<file path="config.mk">
export PLATFORM = sky130hd
export DESIGN_NAME = nandec_error_report
export DESIGN_NICKNAME = d
export VERILOG_FILES = /design/src/rtl/nandec_pkg.sv /design/src/rtl/nandec_error_report.sv
export VERILOG_INCLUDE_DIRS = /design/src /design/src/rtl
export SDC_FILE = /design/constraint.sdc
export NUM_CORES = 1
export LEC_CHECK = 0
export BUFFER_PORTS_ARGS = -buffer_cell sky130_fd_sc_hd__buf_4
export CAP_MARGIN = 20
export CORE_ASPECT_RATIO = 0.9
export CORE_MARGIN = 5
export CORE_UTILIZATION = 40
export DETAILED_ROUTE_END_ITERATION = 12
export GPL_ROUTABILITY_DRIVEN = 1
export GPL_TIMING_DRIVEN = 1
export PLACE_DENSITY = 0.7
export SYNTH_ARGS = -nofsm -noshare
export SYNTH_HDL_FRONTEND = slang
export SYNTH_SLANG_ARGS = --single-unit
</file>
<file path="constraint.sdc">
create_clock -name clk_sys -period 5.44 [get_ports clk_sys]
set_input_delay 0.816 -clock clk_sys [delete_from_list [all_inputs] [get_ports clk_sys]]
set_output_delay 0.816 -clock clk_sys [all_outputs]
set_load 0.01 [all_outputs]
</file>
<file path="src/rtl/nandec_cfg.svh">
// Offsets, field positions, reset values and counts of the ECC error-reporting block
`ifndef NANDEC_CFG_SVH
`define NANDEC_CFG_SVH
`define NANDEC_OFF_CTRL        8'h00
`define NANDEC_OFF_MODE        8'h04
`define NANDEC_OFF_STAT_LOW    8'h08
`define NANDEC_OFF_STAT_HIGH   8'h0C
`define NANDEC_OFF_LOCATION    8'h10
`define NANDEC_OFF_IRQ_STATUS  8'h14
`define NANDEC_OFF_IRQ_ENABLE  8'h18
`define NANDEC_OFF_IRQ_CLEAR   8'h1C
`define NANDEC_CTRL_CLR_BIT    0
`define NANDEC_MODE_TYPE_LSB   4
`define NANDEC_MODE_TYPE_MSB   5
`define NANDEC_MODE_RESET      2'h0
`define NANDEC_NIB_REC         0
`define NANDEC_NIB_ECC         1
`define NANDEC_NIB_MUL         2
`define NANDEC_LOC_BIT_MSB     3
`define NANDEC_LOC_WORD_LSB    4
`define NANDEC_LOC_WORD_MSB    15
`define NANDEC_SECTORS         16
`define NANDEC_SECTORS_LOW     8
`define NANDEC_IRQ_BITS        3
`define NANDEC_IRQ_DONE        0
`define NANDEC_IRQ_SINGLE      1
`define NANDEC_IRQ_MANY        2
`endif

</file>
<file path="src/rtl/nandec_pkg.sv">
// Types shared by the ECC error-reporting block
package nandec_pkg;
   // Correction type encodings
   typedef enum logic [1:0] {
      NANDEC_PER_PAGE = 2'h0,
      NANDEC_PER_256  = 2'h1,
      NANDEC_PER_512  = 2'h2,
      NANDEC_RESERVED = 2'h3
   } nandec_corr_t;
   // AXI response codes
   typedef enum logic [1:0] {
      NANDEC_OKAY   = 2'h0,
      NANDEC_SLVERR = 2'h2
   } nandec_resp_t;
endpackage : nandec_pkg

</file>
<file path="src/rtl/nandec_error_report.sv">
// ECC error-reporting registers with an AXI4-Lite slave and an interrupt
// What this block does
// (RL1) Recoverable flag set when sector errors found
// (RL2) ECC-byte flag marks single parity-byte error
// (RL3) Whole-page mode forces sectors above zero low
// (RL4) Multiple flag set when several errors found
// (RL5) Sectors six, seven follow sector size mapping
// (RL6) High status register valid only 256-byte mode
// (RL7) Each sector one nibble, top bit reserved
// (RL8) Location register: bit offset, word address
// (RL9) Single error latches location after page read
// (RL10) Writing one clears parity, zero does nothing
// (RL11) Correction type 00 page, 01 256, 10 512
// (RL12) Flags update at compare, hold until clear
`include "nandec_cfg.svh"
module nandec_error_report #(
   parameter int ADDR_W = 8                      // Register address width
) (
   input  wire logic                 clk_sys,         // System clock
   input  wire logic                 reset,           // Synchronous reset, high
   // AXI4-Lite slave
   input  wire logic [ADDR_W-1:0]    s_axi_awaddr,
   input  wire logic                 s_axi_awvalid,
   output logic                      s_axi_awready,
   input  wire logic [31:0]          s_axi_wdata,
   input  wire logic [3:0]           s_axi_wstrb,
   input  wire logic                 s_axi_wvalid,
   output logic                      s_axi_wready,
   output logic [1:0]                s_axi_bresp,
   output logic                      s_axi_bvalid,
   input  wire logic                 s_axi_bready,
   input  wire logic [ADDR_W-1:0]    s_axi_araddr,
   input  wire logic                 s_axi_arvalid,
   output logic                      s_axi_arready,
   output logic [31:0]               s_axi_rdata,
   output logic [1:0]                s_axi_rresp,
   output logic                      s_axi_rvalid,
   input  wire logic                 s_axi_rready,
   // Compare results from the parity unit
   input  wire logic                 pageCheckDone,   // Stored ECC compared, one pulse
   input  wire logic [15:0]          sectorErrorFound,
   input  wire logic [15:0]          sectorParityByteErr,
   input  wire logic [15:0]          sectorManyErrors,
   input  wire logic [11:0]          failingWordIn,
   input  wire logic [3:0]           failingBitIn,
   // Controls toward the parity unit
   output logic [1:0]                correction_type, // Current correction type
   output logic                      parityClear,     // Parity reset pulse
   output logic                      irq              // Level interrupt
);
   // Stored per-sector flags
   logic [15:0] recoverable_flag;
   logic [15:0] parity_byte_error_flag;
   logic [15:0] multiple_error_flag;
   logic [11:0] failing_word_location;              // Latched word address
   logic [3:0]  failing_bit_offset;                 // Latched bit offset
   logic [15:0] sectorValid;                        // Sectors present in mode
   logic [31:0] ecc_sector_status_low;
   logic [31:0] ecc_sector_status_high;
   logic [31:0] ecc_single_error_location;
   logic [2:0]  irqStatus;                          // Sticky events
   logic [2:0]  irqEnable;                          // Event enables
   logic [2:0]  irqEvent;                           // Events this cycle
   // Write channel holding state
   logic              awHeld;
   logic              wHeld;
   logic [ADDR_W-1:0] awAddr;
   logic [31:0]       wData;
   logic [3:0]        wStrb;
   logic              writeFire;                    // Both halves present
   logic              writeMapped;
   logic              readMapped;
   logic [31:0]       next_rdata;

   // Sectors that exist for the current correction type
   always_comb begin
      unique case (nandec_pkg::nandec_corr_t'(correction_type))
         nandec_pkg::NANDEC_PER_256: sectorValid = 16'hFFFF;   // RL11 RL6
         nandec_pkg::NANDEC_PER_512: sectorValid = 16'h00FF;   // RL11 RL5
         nandec_pkg::NANDEC_PER_PAGE: sectorValid = 16'h0001;  // RL11 RL3
         nandec_pkg::NANDEC_RESERVED: sectorValid = 16'h0001;
      endcase
   end

   // Status views: one nibble per sector, top bit zero
   genvar gi;
   generate
      for (gi = 0; gi < `NANDEC_SECTORS; gi++) begin : g_nib
         logic [3:0] nib;
         assign nib = {1'b0,                                            // RL7
                       multiple_error_flag[gi] & sectorValid[gi],
                       parity_byte_error_flag[gi] & sectorValid[gi],
                       recoverable_flag[gi] & sectorValid[gi]};        // RL3
         if (gi < `NANDEC_SECTORS_LOW) begin : g_low
            assign ecc_sector_status_low[gi*4 +: 4] = nib;             // RL5
         end else begin : g_high
            assign ecc_sector_status_high[(gi-8)*4 +: 4] = nib;        // RL6
         end
      end
   endgenerate

   // Location register, meaningful only in whole-page mode
   assign ecc_single_error_location =
      (correction_type == 2'h0) ? {16'h0000, failing_word_location, failing_bit_offset} // RL8
                                : 32'h0000_0000;

   // Per-sector flags captured at end of page compare
   always_ff @(posedge clk_sys) begin
      if (reset || parityClear) begin
         recoverable_flag       <= 16'h0000;
         parity_byte_error_flag <= 16'h0000;
         multiple_error_flag    <= 16'h0000;
      end else if (pageCheckDone) begin
         recoverable_flag       <= sectorErrorFound & sectorValid;     // RL1 RL12
         parity_byte_error_flag <= sectorParityByteErr & sectorValid;  // RL2
         multiple_error_flag    <= sectorManyErrors & sectorValid;     // RL4
      end
   end

   // Failing location latched on a single error
   always_ff @(posedge clk_sys) begin
      if (reset || parityClear) begin
         failing_word_location <= 12'h000;
         failing_bit_offset    <= 4'h0;
      end else if (pageCheckDone && sectorErrorFound[0] && !sectorManyErrors[0]) begin
         failing_word_location <= failingWordIn;                       // RL9
         failing_bit_offset    <= failingBitIn;                        // RL9
      end
   end

   // Write address and data accepted in either order
   assign s_axi_awready = !awHeld && !s_axi_bvalid;
   assign s_axi_wready  = !wHeld && !s_axi_bvalid;
   assign writeFire     = awHeld && wHeld && !s_axi_bvalid;
   always_ff @(posedge clk_sys) begin
      if (reset) begin
         awHeld <= 1'b0;
         awAddr <= '0;
      end else if (s_axi_awvalid && s_axi_awready) begin
         awHeld <= 1'b1;
         awAddr <= s_axi_awaddr;
      end else if (writeFire) begin
         awHeld <= 1'b0;
      end
   end
   always_ff @(posedge clk_sys) begin
      if (reset) begin
         wHeld <= 1'b0;
         wData <= 32'h0000_0000;
         wStrb <= 4'h0;
      end else if (s_axi_wvalid && s_axi_wready) begin
         wHeld <= 1'b1;
         wData <= s_axi_wdata;
         wStrb <= s_axi_wstrb;
      end else if (writeFire) begin
         wHeld <= 1'b0;
      end
   end

   // Writable offsets
   always_comb begin
      unique case (awAddr)
         `NANDEC_OFF_CTRL, `NANDEC_OFF_MODE,
         `NANDEC_OFF_IRQ_ENABLE, `NANDEC_OFF_IRQ_CLEAR: writeMapped = 1'b1;
         default: writeMapped = 1'b0;
      endcase
   end

   // Write response
   always_ff @(posedge clk_sys) begin
      if (reset) begin
         s_axi_bvalid <= 1'b0;
         s_axi_bresp  <= nandec_pkg::NANDEC_OKAY;
      end else if (writeFire) begin
         s_axi_bvalid <= 1'b1;
         s_axi_bresp  <= writeMapped ? nandec_pkg::NANDEC_OKAY : nandec_pkg::NANDEC_SLVERR;
      end else if (s_axi_bready) begin
         s_axi_bvalid <= 1'b0;
      end
   end

   // Correction type and interrupt enable registers
   always_ff @(posedge clk_sys) begin
      if (reset) begin
         correction_type <= `NANDEC_MODE_RESET;
         irqEnable       <= 3'h0;
      end else if (writeFire && wStrb[0]) begin
         if (awAddr == `NANDEC_OFF_MODE) begin
            correction_type <= wData[`NANDEC_MODE_TYPE_MSB:`NANDEC_MODE_TYPE_LSB];  // RL11
         end
         if (awAddr == `NANDEC_OFF_IRQ_ENABLE) begin
            irqEnable <= wData[`NANDEC_IRQ_BITS-1:0];
         end
      end
   end

   // Parity reset pulse on a one written to the control bit
   always_ff @(posedge clk_sys) begin
      if (reset) begin
         parityClear <= 1'b0;
      end else begin
         parityClear <= writeFire && wStrb[0] && (awAddr == `NANDEC_OFF_CTRL)
                        && wData[`NANDEC_CTRL_CLR_BIT];                // RL10
      end
   end

   // Interrupt events: compare done, single error, many errors
   assign irqEvent[`NANDEC_IRQ_DONE]   = pageCheckDone;
   assign irqEvent[`NANDEC_IRQ_SINGLE] = pageCheckDone &&
                                         |(sectorErrorFound & ~sectorManyErrors & sectorValid);
   assign irqEvent[`NANDEC_IRQ_MANY]   = pageCheckDone && |(sectorManyErrors & sectorValid);

   // Sticky status; a new event wins over a clear
   always_ff @(posedge clk_sys) begin
      if (reset) begin
         irqStatus <= 3'h0;
      end else if (writeFire && wStrb[0] && awAddr == `NANDEC_OFF_IRQ_CLEAR) begin
         irqStatus <= (irqStatus & ~wData[`NANDEC_IRQ_BITS-1:0]) | irqEvent;
      end else begin
         irqStatus <= irqStatus | irqEvent;
      end
   end
   assign irq = |(irqStatus & irqEnable);

   // Read data selection
   always_comb begin
      readMapped = 1'b1;
      unique case (s_axi_araddr)
         `NANDEC_OFF_MODE:       next_rdata = {26'h0, correction_type, 4'h0};
         `NANDEC_OFF_STAT_LOW:   next_rdata = ecc_sector_status_low;
         `NANDEC_OFF_STAT_HIGH:  next_rdata = ecc_sector_status_high;
         `NANDEC_OFF_LOCATION:   next_rdata = ecc_single_error_location;
         `NANDEC_OFF_IRQ_STATUS: next_rdata = {29'h0, irqStatus};
         `NANDEC_OFF_IRQ_ENABLE: next_rdata = {29'h0, irqEnable};
         `NANDEC_OFF_CTRL, `NANDEC_OFF_IRQ_CLEAR: next_rdata = 32'h0000_0000;
         default: begin
            next_rdata = 32'h0000_0000;
            readMapped = 1'b0;
         end
      endcase
   end

   // Read channel, answer one cycle after the address
   assign s_axi_arready = !s_axi_rvalid;
   always_ff @(posedge clk_sys) begin
      if (reset) begin
         s_axi_rvalid <= 1'b0;
         s_axi_rdata  <= 32'h0000_0000;
         s_axi_rresp  <= nandec_pkg::NANDEC_OKAY;
      end else if (s_axi_arvalid && s_axi_arready) begin
         s_axi_rvalid <= 1'b1;
         s_axi_rdata  <= next_rdata;
         s_axi_rresp  <= readMapped ? nandec_pkg::NANDEC_OKAY : nandec_pkg::NANDEC_SLVERR;
      end else if (s_axi_rready) begin
         s_axi_rvalid <= 1'b0;
      end
   end
endmodule : nandec_error_report

</file>
==> run_results.csv, run 1 <==
group,metric,value,unit
cells_and_area,utilization,53.68,%
clock_network,clkLatencyLatePin,0.41,ns
power_and_ir_drop,intPower,1754,uW
sta,fmax,0.4161,GHz
critical_path,worst_setup_path_start_kind,"input port",
critical_path,critPathMaxStageDelay,0.65,ns
die,rows,39,
detailed_routing,top_layer_used,"met4",
clock_network,post_cts_buffers,0,
logic_synthesis,ys_types,49,
detailed_routing,first_pass_iters,5,
place,port-buffer-count,132,
die,dieArea,14970,sq um
logic_synthesis,synth.yosys.seq_area_share,47.99,%
critical_path,worstPathCellList,"buf_4 -> or3_1 -> or3_1 -> or3_1 -> o21ai_2",
global_routing,grt_pass1_wl,22280,um
detailed_routing,final_antenna_net_count,0,
critical_path,crit_type,"in2reg",
sta,finalSetupViolCount,0,
critical_path,r2r_start,"correction_type[0]",
critical_path,cpMaxStageDelayCell,"or3_1",
run_status,status,"finished, final reports clean",
detailed_routing,wirelength,14470,um
clock_network,clk_pin_slew,0.05,ns
logic_synthesis,synth-seq-cells,121,
detailed_routing,first_iter_violations,432,
detailed_routing,drc,0,
global_routing,antenna_found_initial,0,
power_and_ir_drop,p_leak,0.002651,uW
die,fp.coreArea,12540,sq um
sta,fin_skew,0.007380,ns
logic_synthesis,syn_area,5047,sq um
logic_synthesis,postSynthAreaPerCell,8.512,sq um
power_and_ir_drop,power_switching,489.8,uW
detailed_routing,wl_met2,6681,um
die,start_util,40.25,%
clock_network,cts_root_buffer,"clkbuf_16",
power_and_ir_drop,pwr-share-clk,51.0,%
logic_synthesis,async_flop_share,0,%
sta,relSlewSlack,46.66,%
min_path,min_from,"s_axi_rdata[29]",
global_routing,grt_max_degree,52,
sta,min_period_over_period,44.18,%
detailed_routing,wl_met1,6273,um
die,io_pins,169,
critical_path,cp_max_fo,9,
logic_synthesis,synth_edf_count,0,
cells_and_area,drive_gt1_share,25.86,%
detailed_routing,via_per_inst,5.335,
cells_and_area,final_cell_mix,"138 x buf_4, 121 x dfxtp_1, 94 x nand2_1, 58 x nor2_1, 56 x a22oi_1",
power_and_ir_drop,p_comb_share,7.9,%
cells_and_area,final_common_cell,"buf_4",
sta,setup_ws,3.037,ns
cells_and_area,area_growth,33.37,%
critical_path,path_buf_inv,1,
critical_path,critPathTopFamily,"simple AND/OR/NAND/NOR gates",
sta,post-route-min-period,2.403,ns
clock_network,htree_levels,4,
sta,tightest_slew,0.7993,ns
die,die_x,128.4,um
place,hpwl,10720,um
sta,hold_viol,0,
global_routing,grt-ovfl-total,0,
clock_network,cts.repair.resized,0,
clock_network,hold_buffers,0,
power_and_ir_drop,swShare,21.83,%
clock_network,cts_tree,"yes",
sta,tns,0,ns
critical_path,cp.required,5.78,ns
clock_network,clock-sinks,121,
detailed_routing,wl_met3,1138,um
clock_network,clk_path_buf_depth,2,
power_and_ir_drop,vdd_drop_max,0.2301,mV
critical_path,cp_common_cell,"or3_1",
sta,drv_slew,0,
sta,rsz0062_at_grt,"false",
detailed_routing,wl_per_cell,16.31,um
place,pre_cts_slack,2.626,ns
cells_and_area,fin_nets,838,
global_routing,globalRouteTotalUtil,19.18,%
clock_network,cts_inserted_buffers,17,
power_and_ir_drop,power_density,333.3,nW/um^2
critical_path,startpoint,"s_axi_araddr[5]",
logic_synthesis,synth_flop_cell,"dfxtp_1",
global_routing,grt_pass1_vias,4479,
detailed_routing,vias,4732,
flow_run,drv_cap,0,
die,dieHeight,116.6,um
critical_path,cp.arrival,2.74,ns
cells_and_area,antenna_cells,0,
min_path,hp-class,"reg2reg",
critical_path,end_kind,"register",
power_and_ir_drop,p_seq_share,41.2,%
logic_synthesis,synthCells,593,
place,gp_congestion,0.8508,
logic_synthesis,yosys_warnings,0,
[layout make-up]
cell class              instances  area (sq um)
fillers                      1093          5809
flip-flops and latches        121          2422
multi-input cells             413          2371
repair buffers                139          1056
clock buffers                  23         488.0
well taps                     164         205.2
clock inverters                 8         117.6
inverters                      19         71.32
[metal layers]
metal / GRT usage, % / up-vias
met5: 0 / -
met3: 6.447 / 26
met2: 30.44 / 180
met1: 24.31 / 2202
li1: - / 2324
met4: 7.214 / 0
[Yosys cell counts, drive strengths merged (2+ instances only)]
cell type / count / area, sq um
buf: 14 / 93.83
ha: 3 / 37.54
a211oi: 4 / 30.03
o22ai: 2 / 12.51
nor2b: 8 / 50.05
nand3: 21 / 105.1
dfxtp: 121 / 2422
nor3: 6 / 35.03
mux2: 2 / 22.52
mux2i: 15 / 150.1
or4b: 4 / 40.04
clkbuf: 31 / 116.4
o21bai: 2 / 15.01
nand3b: 2 / 15.01
a21oi: 51 / 255.2
or3: 7 / 43.79
a22oi: 56 / 420.4
o21ai: 22 / 143.9
nand2b: 5 / 31.28
nand2: 94 / 352.8
a22o: 8 / 70.07
a311oi: 2 / 17.52
nor4: 11 / 87.59
inv: 19 / 71.32
nor2: 58 / 217.7
a31oi: 6 / 37.54
and2: 4 / 25.02
[tightest hold or removal path: stages (launching register included)]
cell and delay, ns:
dfxtp_1 0.32, nand2_1 0.06, o21ai_2 0.04
[registers in the layout (all words and copies together), names as in the netlist]
register / cells
awAddr: 8
awHeld: 1
correction_type: 2
failing_bit_offset: 4
failing_word_location: 12
irqEnable: 3
irqStatus: 3
multiple_error_flag: 16
parityClear: 1
parity_byte_error_flag: 16
recoverable_flag: 16
s_axi_bresp: 1
s_axi_bvalid: 1
s_axi_rdata: 28
s_axi_rresp: 1
s_axi_rvalid: 1
wData: 5
wHeld: 1
wStrb: 1
[power by group through the flow]
stage	combinational (uW)	sequential [uW]	clock, uW
6_report	177	923	1140
3_5_place_dp	176	941	0
2_1_floorplan	86.5	939	0
5_1_grt	194	925	1190
4_1_cts	177	923	1160
3_3_place_gp	170	941	0
[kinds of logic (layout without fill, tap and decap cells)]
kind of cell / Yosys count / count (layout) / share of synthesized area [%]
compound gates: 159 / 159 / 20.92
xor+xnor: 1 / 1 / 0.1736
fa+ha+maj: 3 / 3 / 0.7438
buf+inv: 64 / 189 / 5.577
flops: 121 / 121 / 47.99
mux: 17 / 17 / 3.421
other cells: 1 / 6 / 0.07430
simple gates: 227 / 227 / 21.10
[per-stage QoR]
stage	power, uW	cell area [sq um]	instances	hold slack [ns]
6_report	2244	6731	887	0.4527
5_1_grt	2314	6731	887	0.4752
4_1_cts	2259	6731	887	0.4559
3_5_place_dp	1118	6126	856	0.4435
3_3_place_gp	1111	6106	855	0.4417
2_1_floorplan	1025	5066	598	0.4322
[path summary, 6_finish.rpt]
path                     end  cells after the start  slack (ns)
min reg2reg  s_axi_rdata[29]                      2        0.45
max          s_axi_rdata[17]                      5        3.04
min          s_axi_rdata[29]                      2        0.45
max reg2reg   s_axi_rdata[0]                      4        3.42
Power figures use the tool's default switching activity.
==> run 2: changes to the inputs <==
Clock period 5.44 ns to 2.47 ns, I/O delays scaled along.
==> run 2 against run 1 <==
Net effect: power rose by 130%; wire length is 4.5% higher; clock-buffer cell count fell by 3; clock skew about the same; sequential share of layout area down 0.47 points; die area did not move; critical path depth increased by 2; critical path type is now reg2reg.
==> run_results.csv, run 2 (synthesized netlist as in run 1, its figures left out) <==
group,metric,value,unit
run_status,status,"finished, final reports clean",
critical_path,crit_type,"reg2reg",
global_routing,grt_pass1_wl,23540,um
critical_path,worstPathCellList,"inv_1 -> ha_1 -> inv_1 -> nor4_4 -> buf_4 -> a22oi_1 -> o21ai_0",
sta,fmax,0.5098,GHz
clock_network,cts.repair.resized,0,
cells_and_area,final_common_cell,"buf_4",
critical_path,cp_max_fo,21,
clock_network,htree_levels,4,
cells_and_area,regMostFlops,"s_axi_rdata",
sta,setup_ws,0.5083,ns
critical_path,path_buf_inv,3,
clock_network,post_cts_buffers,0,
min_path,hp-class,"in2reg",
flow_run,drv_cap,0,
global_routing,grt_pass1_vias,4693,
clock_network,hold_buffers,0,
cells_and_area,antenna_cells,0,
clock_network,clk_path_buf_depth,2,
clock_network,cts_tree,"yes",
die,fp.coreArea,12540,sq um
sta,finalSetupViolCount,0,
die,rows,39,
min_path,whs_path_depth,2,
global_routing,antenna_found_initial,0,
power_and_ir_drop,p_leak,0.002691,uW
sta,post-route-min-period,1.962,ns
power_and_ir_drop,power_density,748.8,nW/um^2
critical_path,critPathMaxStageDelay,0.45,ns
critical_path,critPathTopFamily,"buffers and inverters",
cells_and_area,largest_reg_flops,28,
detailed_routing,final_antenna_net_count,0,
place,hpwl,10870,um
die,io_pins,169,
critical_path,cp.required,2.80,ns
global_routing,globalRouteTotalUtil,20.07,%
detailed_routing,vias,4852,
critical_path,end_kind,"register",
cells_and_area,area_growth,35.13,%
global_routing,grt_max_degree,65,
sta,drv_slew,0,
detailed_routing,wirelength,15120,um
clock_network,clock-sinks,121,
detailed_routing,first_iter_violations,475,
critical_path,cpMaxStageDelayCell,"dfxtp_1",
sta,hold_viol,0,
sta,relSlewSlack,59.39,%
sta,rsz0062_at_grt,"false",
critical_path,cp.arrival,2.29,ns
clock_network,clkLatencyLatePin,0.41,ns
critical_path,worst_setup_path_start_kind,"register",
detailed_routing,via_per_inst,5.433,
die,dieHeight,116.6,um
cells_and_area,final_cell_mix,"142 x buf_4, 121 x dfxtp_1, 94 x nand2_1, 58 x nor2_1, 56 x a22oi_1",
place,pre_cts_slack,0.2687,ns
critical_path,cp_common_cell,"inv_1",
place,gp_congestion,0.8233,
sta,fin_skew,0.007388,ns
critical_path,r2r_cells,7,
detailed_routing,wl_per_cell,16.93,um
clock_network,cts_root_buffer,"clkbuf_16",
power_and_ir_drop,vdd_drop_max,0.6157,mV
sta,tightest_slew,0.6091,ns
die,start_util,40.25,%
detailed_routing,drc,0,
cells_and_area,drive_gt1_share,26.47,%
global_routing,grt-ovfl-total,0,
die,dieArea,14970,sq um
clock_network,clk_pin_slew,0.06,ns
die,die_x,128.4,um
place,port-buffer-count,132,
cells_and_area,fin_nets,843,
sta,min_period_over_period,79.42,%
sta,tns,0,ns
detailed_routing,first_pass_iters,5,
critical_path,cp.depth,7,
clock_network,cts_inserted_buffers,17,
[run 2: changes by cell type in the layout (fill, tap and decap cells not counted)]
cell and change:
buf_4 +4, clkbuf_8 -3, bufinv_16 +2, clkinv_4 +2
buf_12 +1, clkinv_2 -1, clkinvlp_4 +1
[run 2: routing by layer]
metal  share of wire (%)  up-vias  track usage [%]
met2                  47      199            31.62
met5                   0        -                0
li1                    -     2331                -
met3                 8.2       27            5.853
met1                  42     2295            25.97
met4                 2.6        0            8.062
[run 2: area by class of cell]
class                           instances  area (sq um)
Clock buffer                           20         446.7
Tap cell                              164         205.2
Fill cell                            1138          5720
Timing Repair Buffer                  144          1106
Inverter                               19         71.32
Sequential cell                       121          2422
Multi-Input combinational cell        413          2371
Clock inverter                         12         197.7
[run 2: where the power goes]
group	switching [uW]	internal [uW]
Clock	866	1810
Combinational	207	188
Sequential	36.1	2000
[run 2: metrics by stage]
step	hold slack (ns)	instances	area [sq um]	utilization (%)	power (uW)
final	0.1468	893	6820	54.38	5107
after global routing	0.1394	893	6820	54.38	5275
after CTS	0.1337	893	6820	54.38	5138
after detailed placement	0.4466	861	6176	49.25	2466
after global placement	0.4407	861	6176	49.25	2453
after floorplan	0.4322	598	5066	-	2258
[run 2: path summary, 6_finish.rpt]
| check | start | to | slack (ns) |
|---|---|---|---|
| max | correction_type[1] | s_axi_rdata[6] | 0.51 |
| min | s_axi_rready | s_axi_rvalid | 0.15 |
| max reg2reg | correction_type[1] | s_axi_rdata[6] | 0.51 |
| min reg2reg | multiple_error_flag[15] | multiple_error_flag[15] | 0.46 |
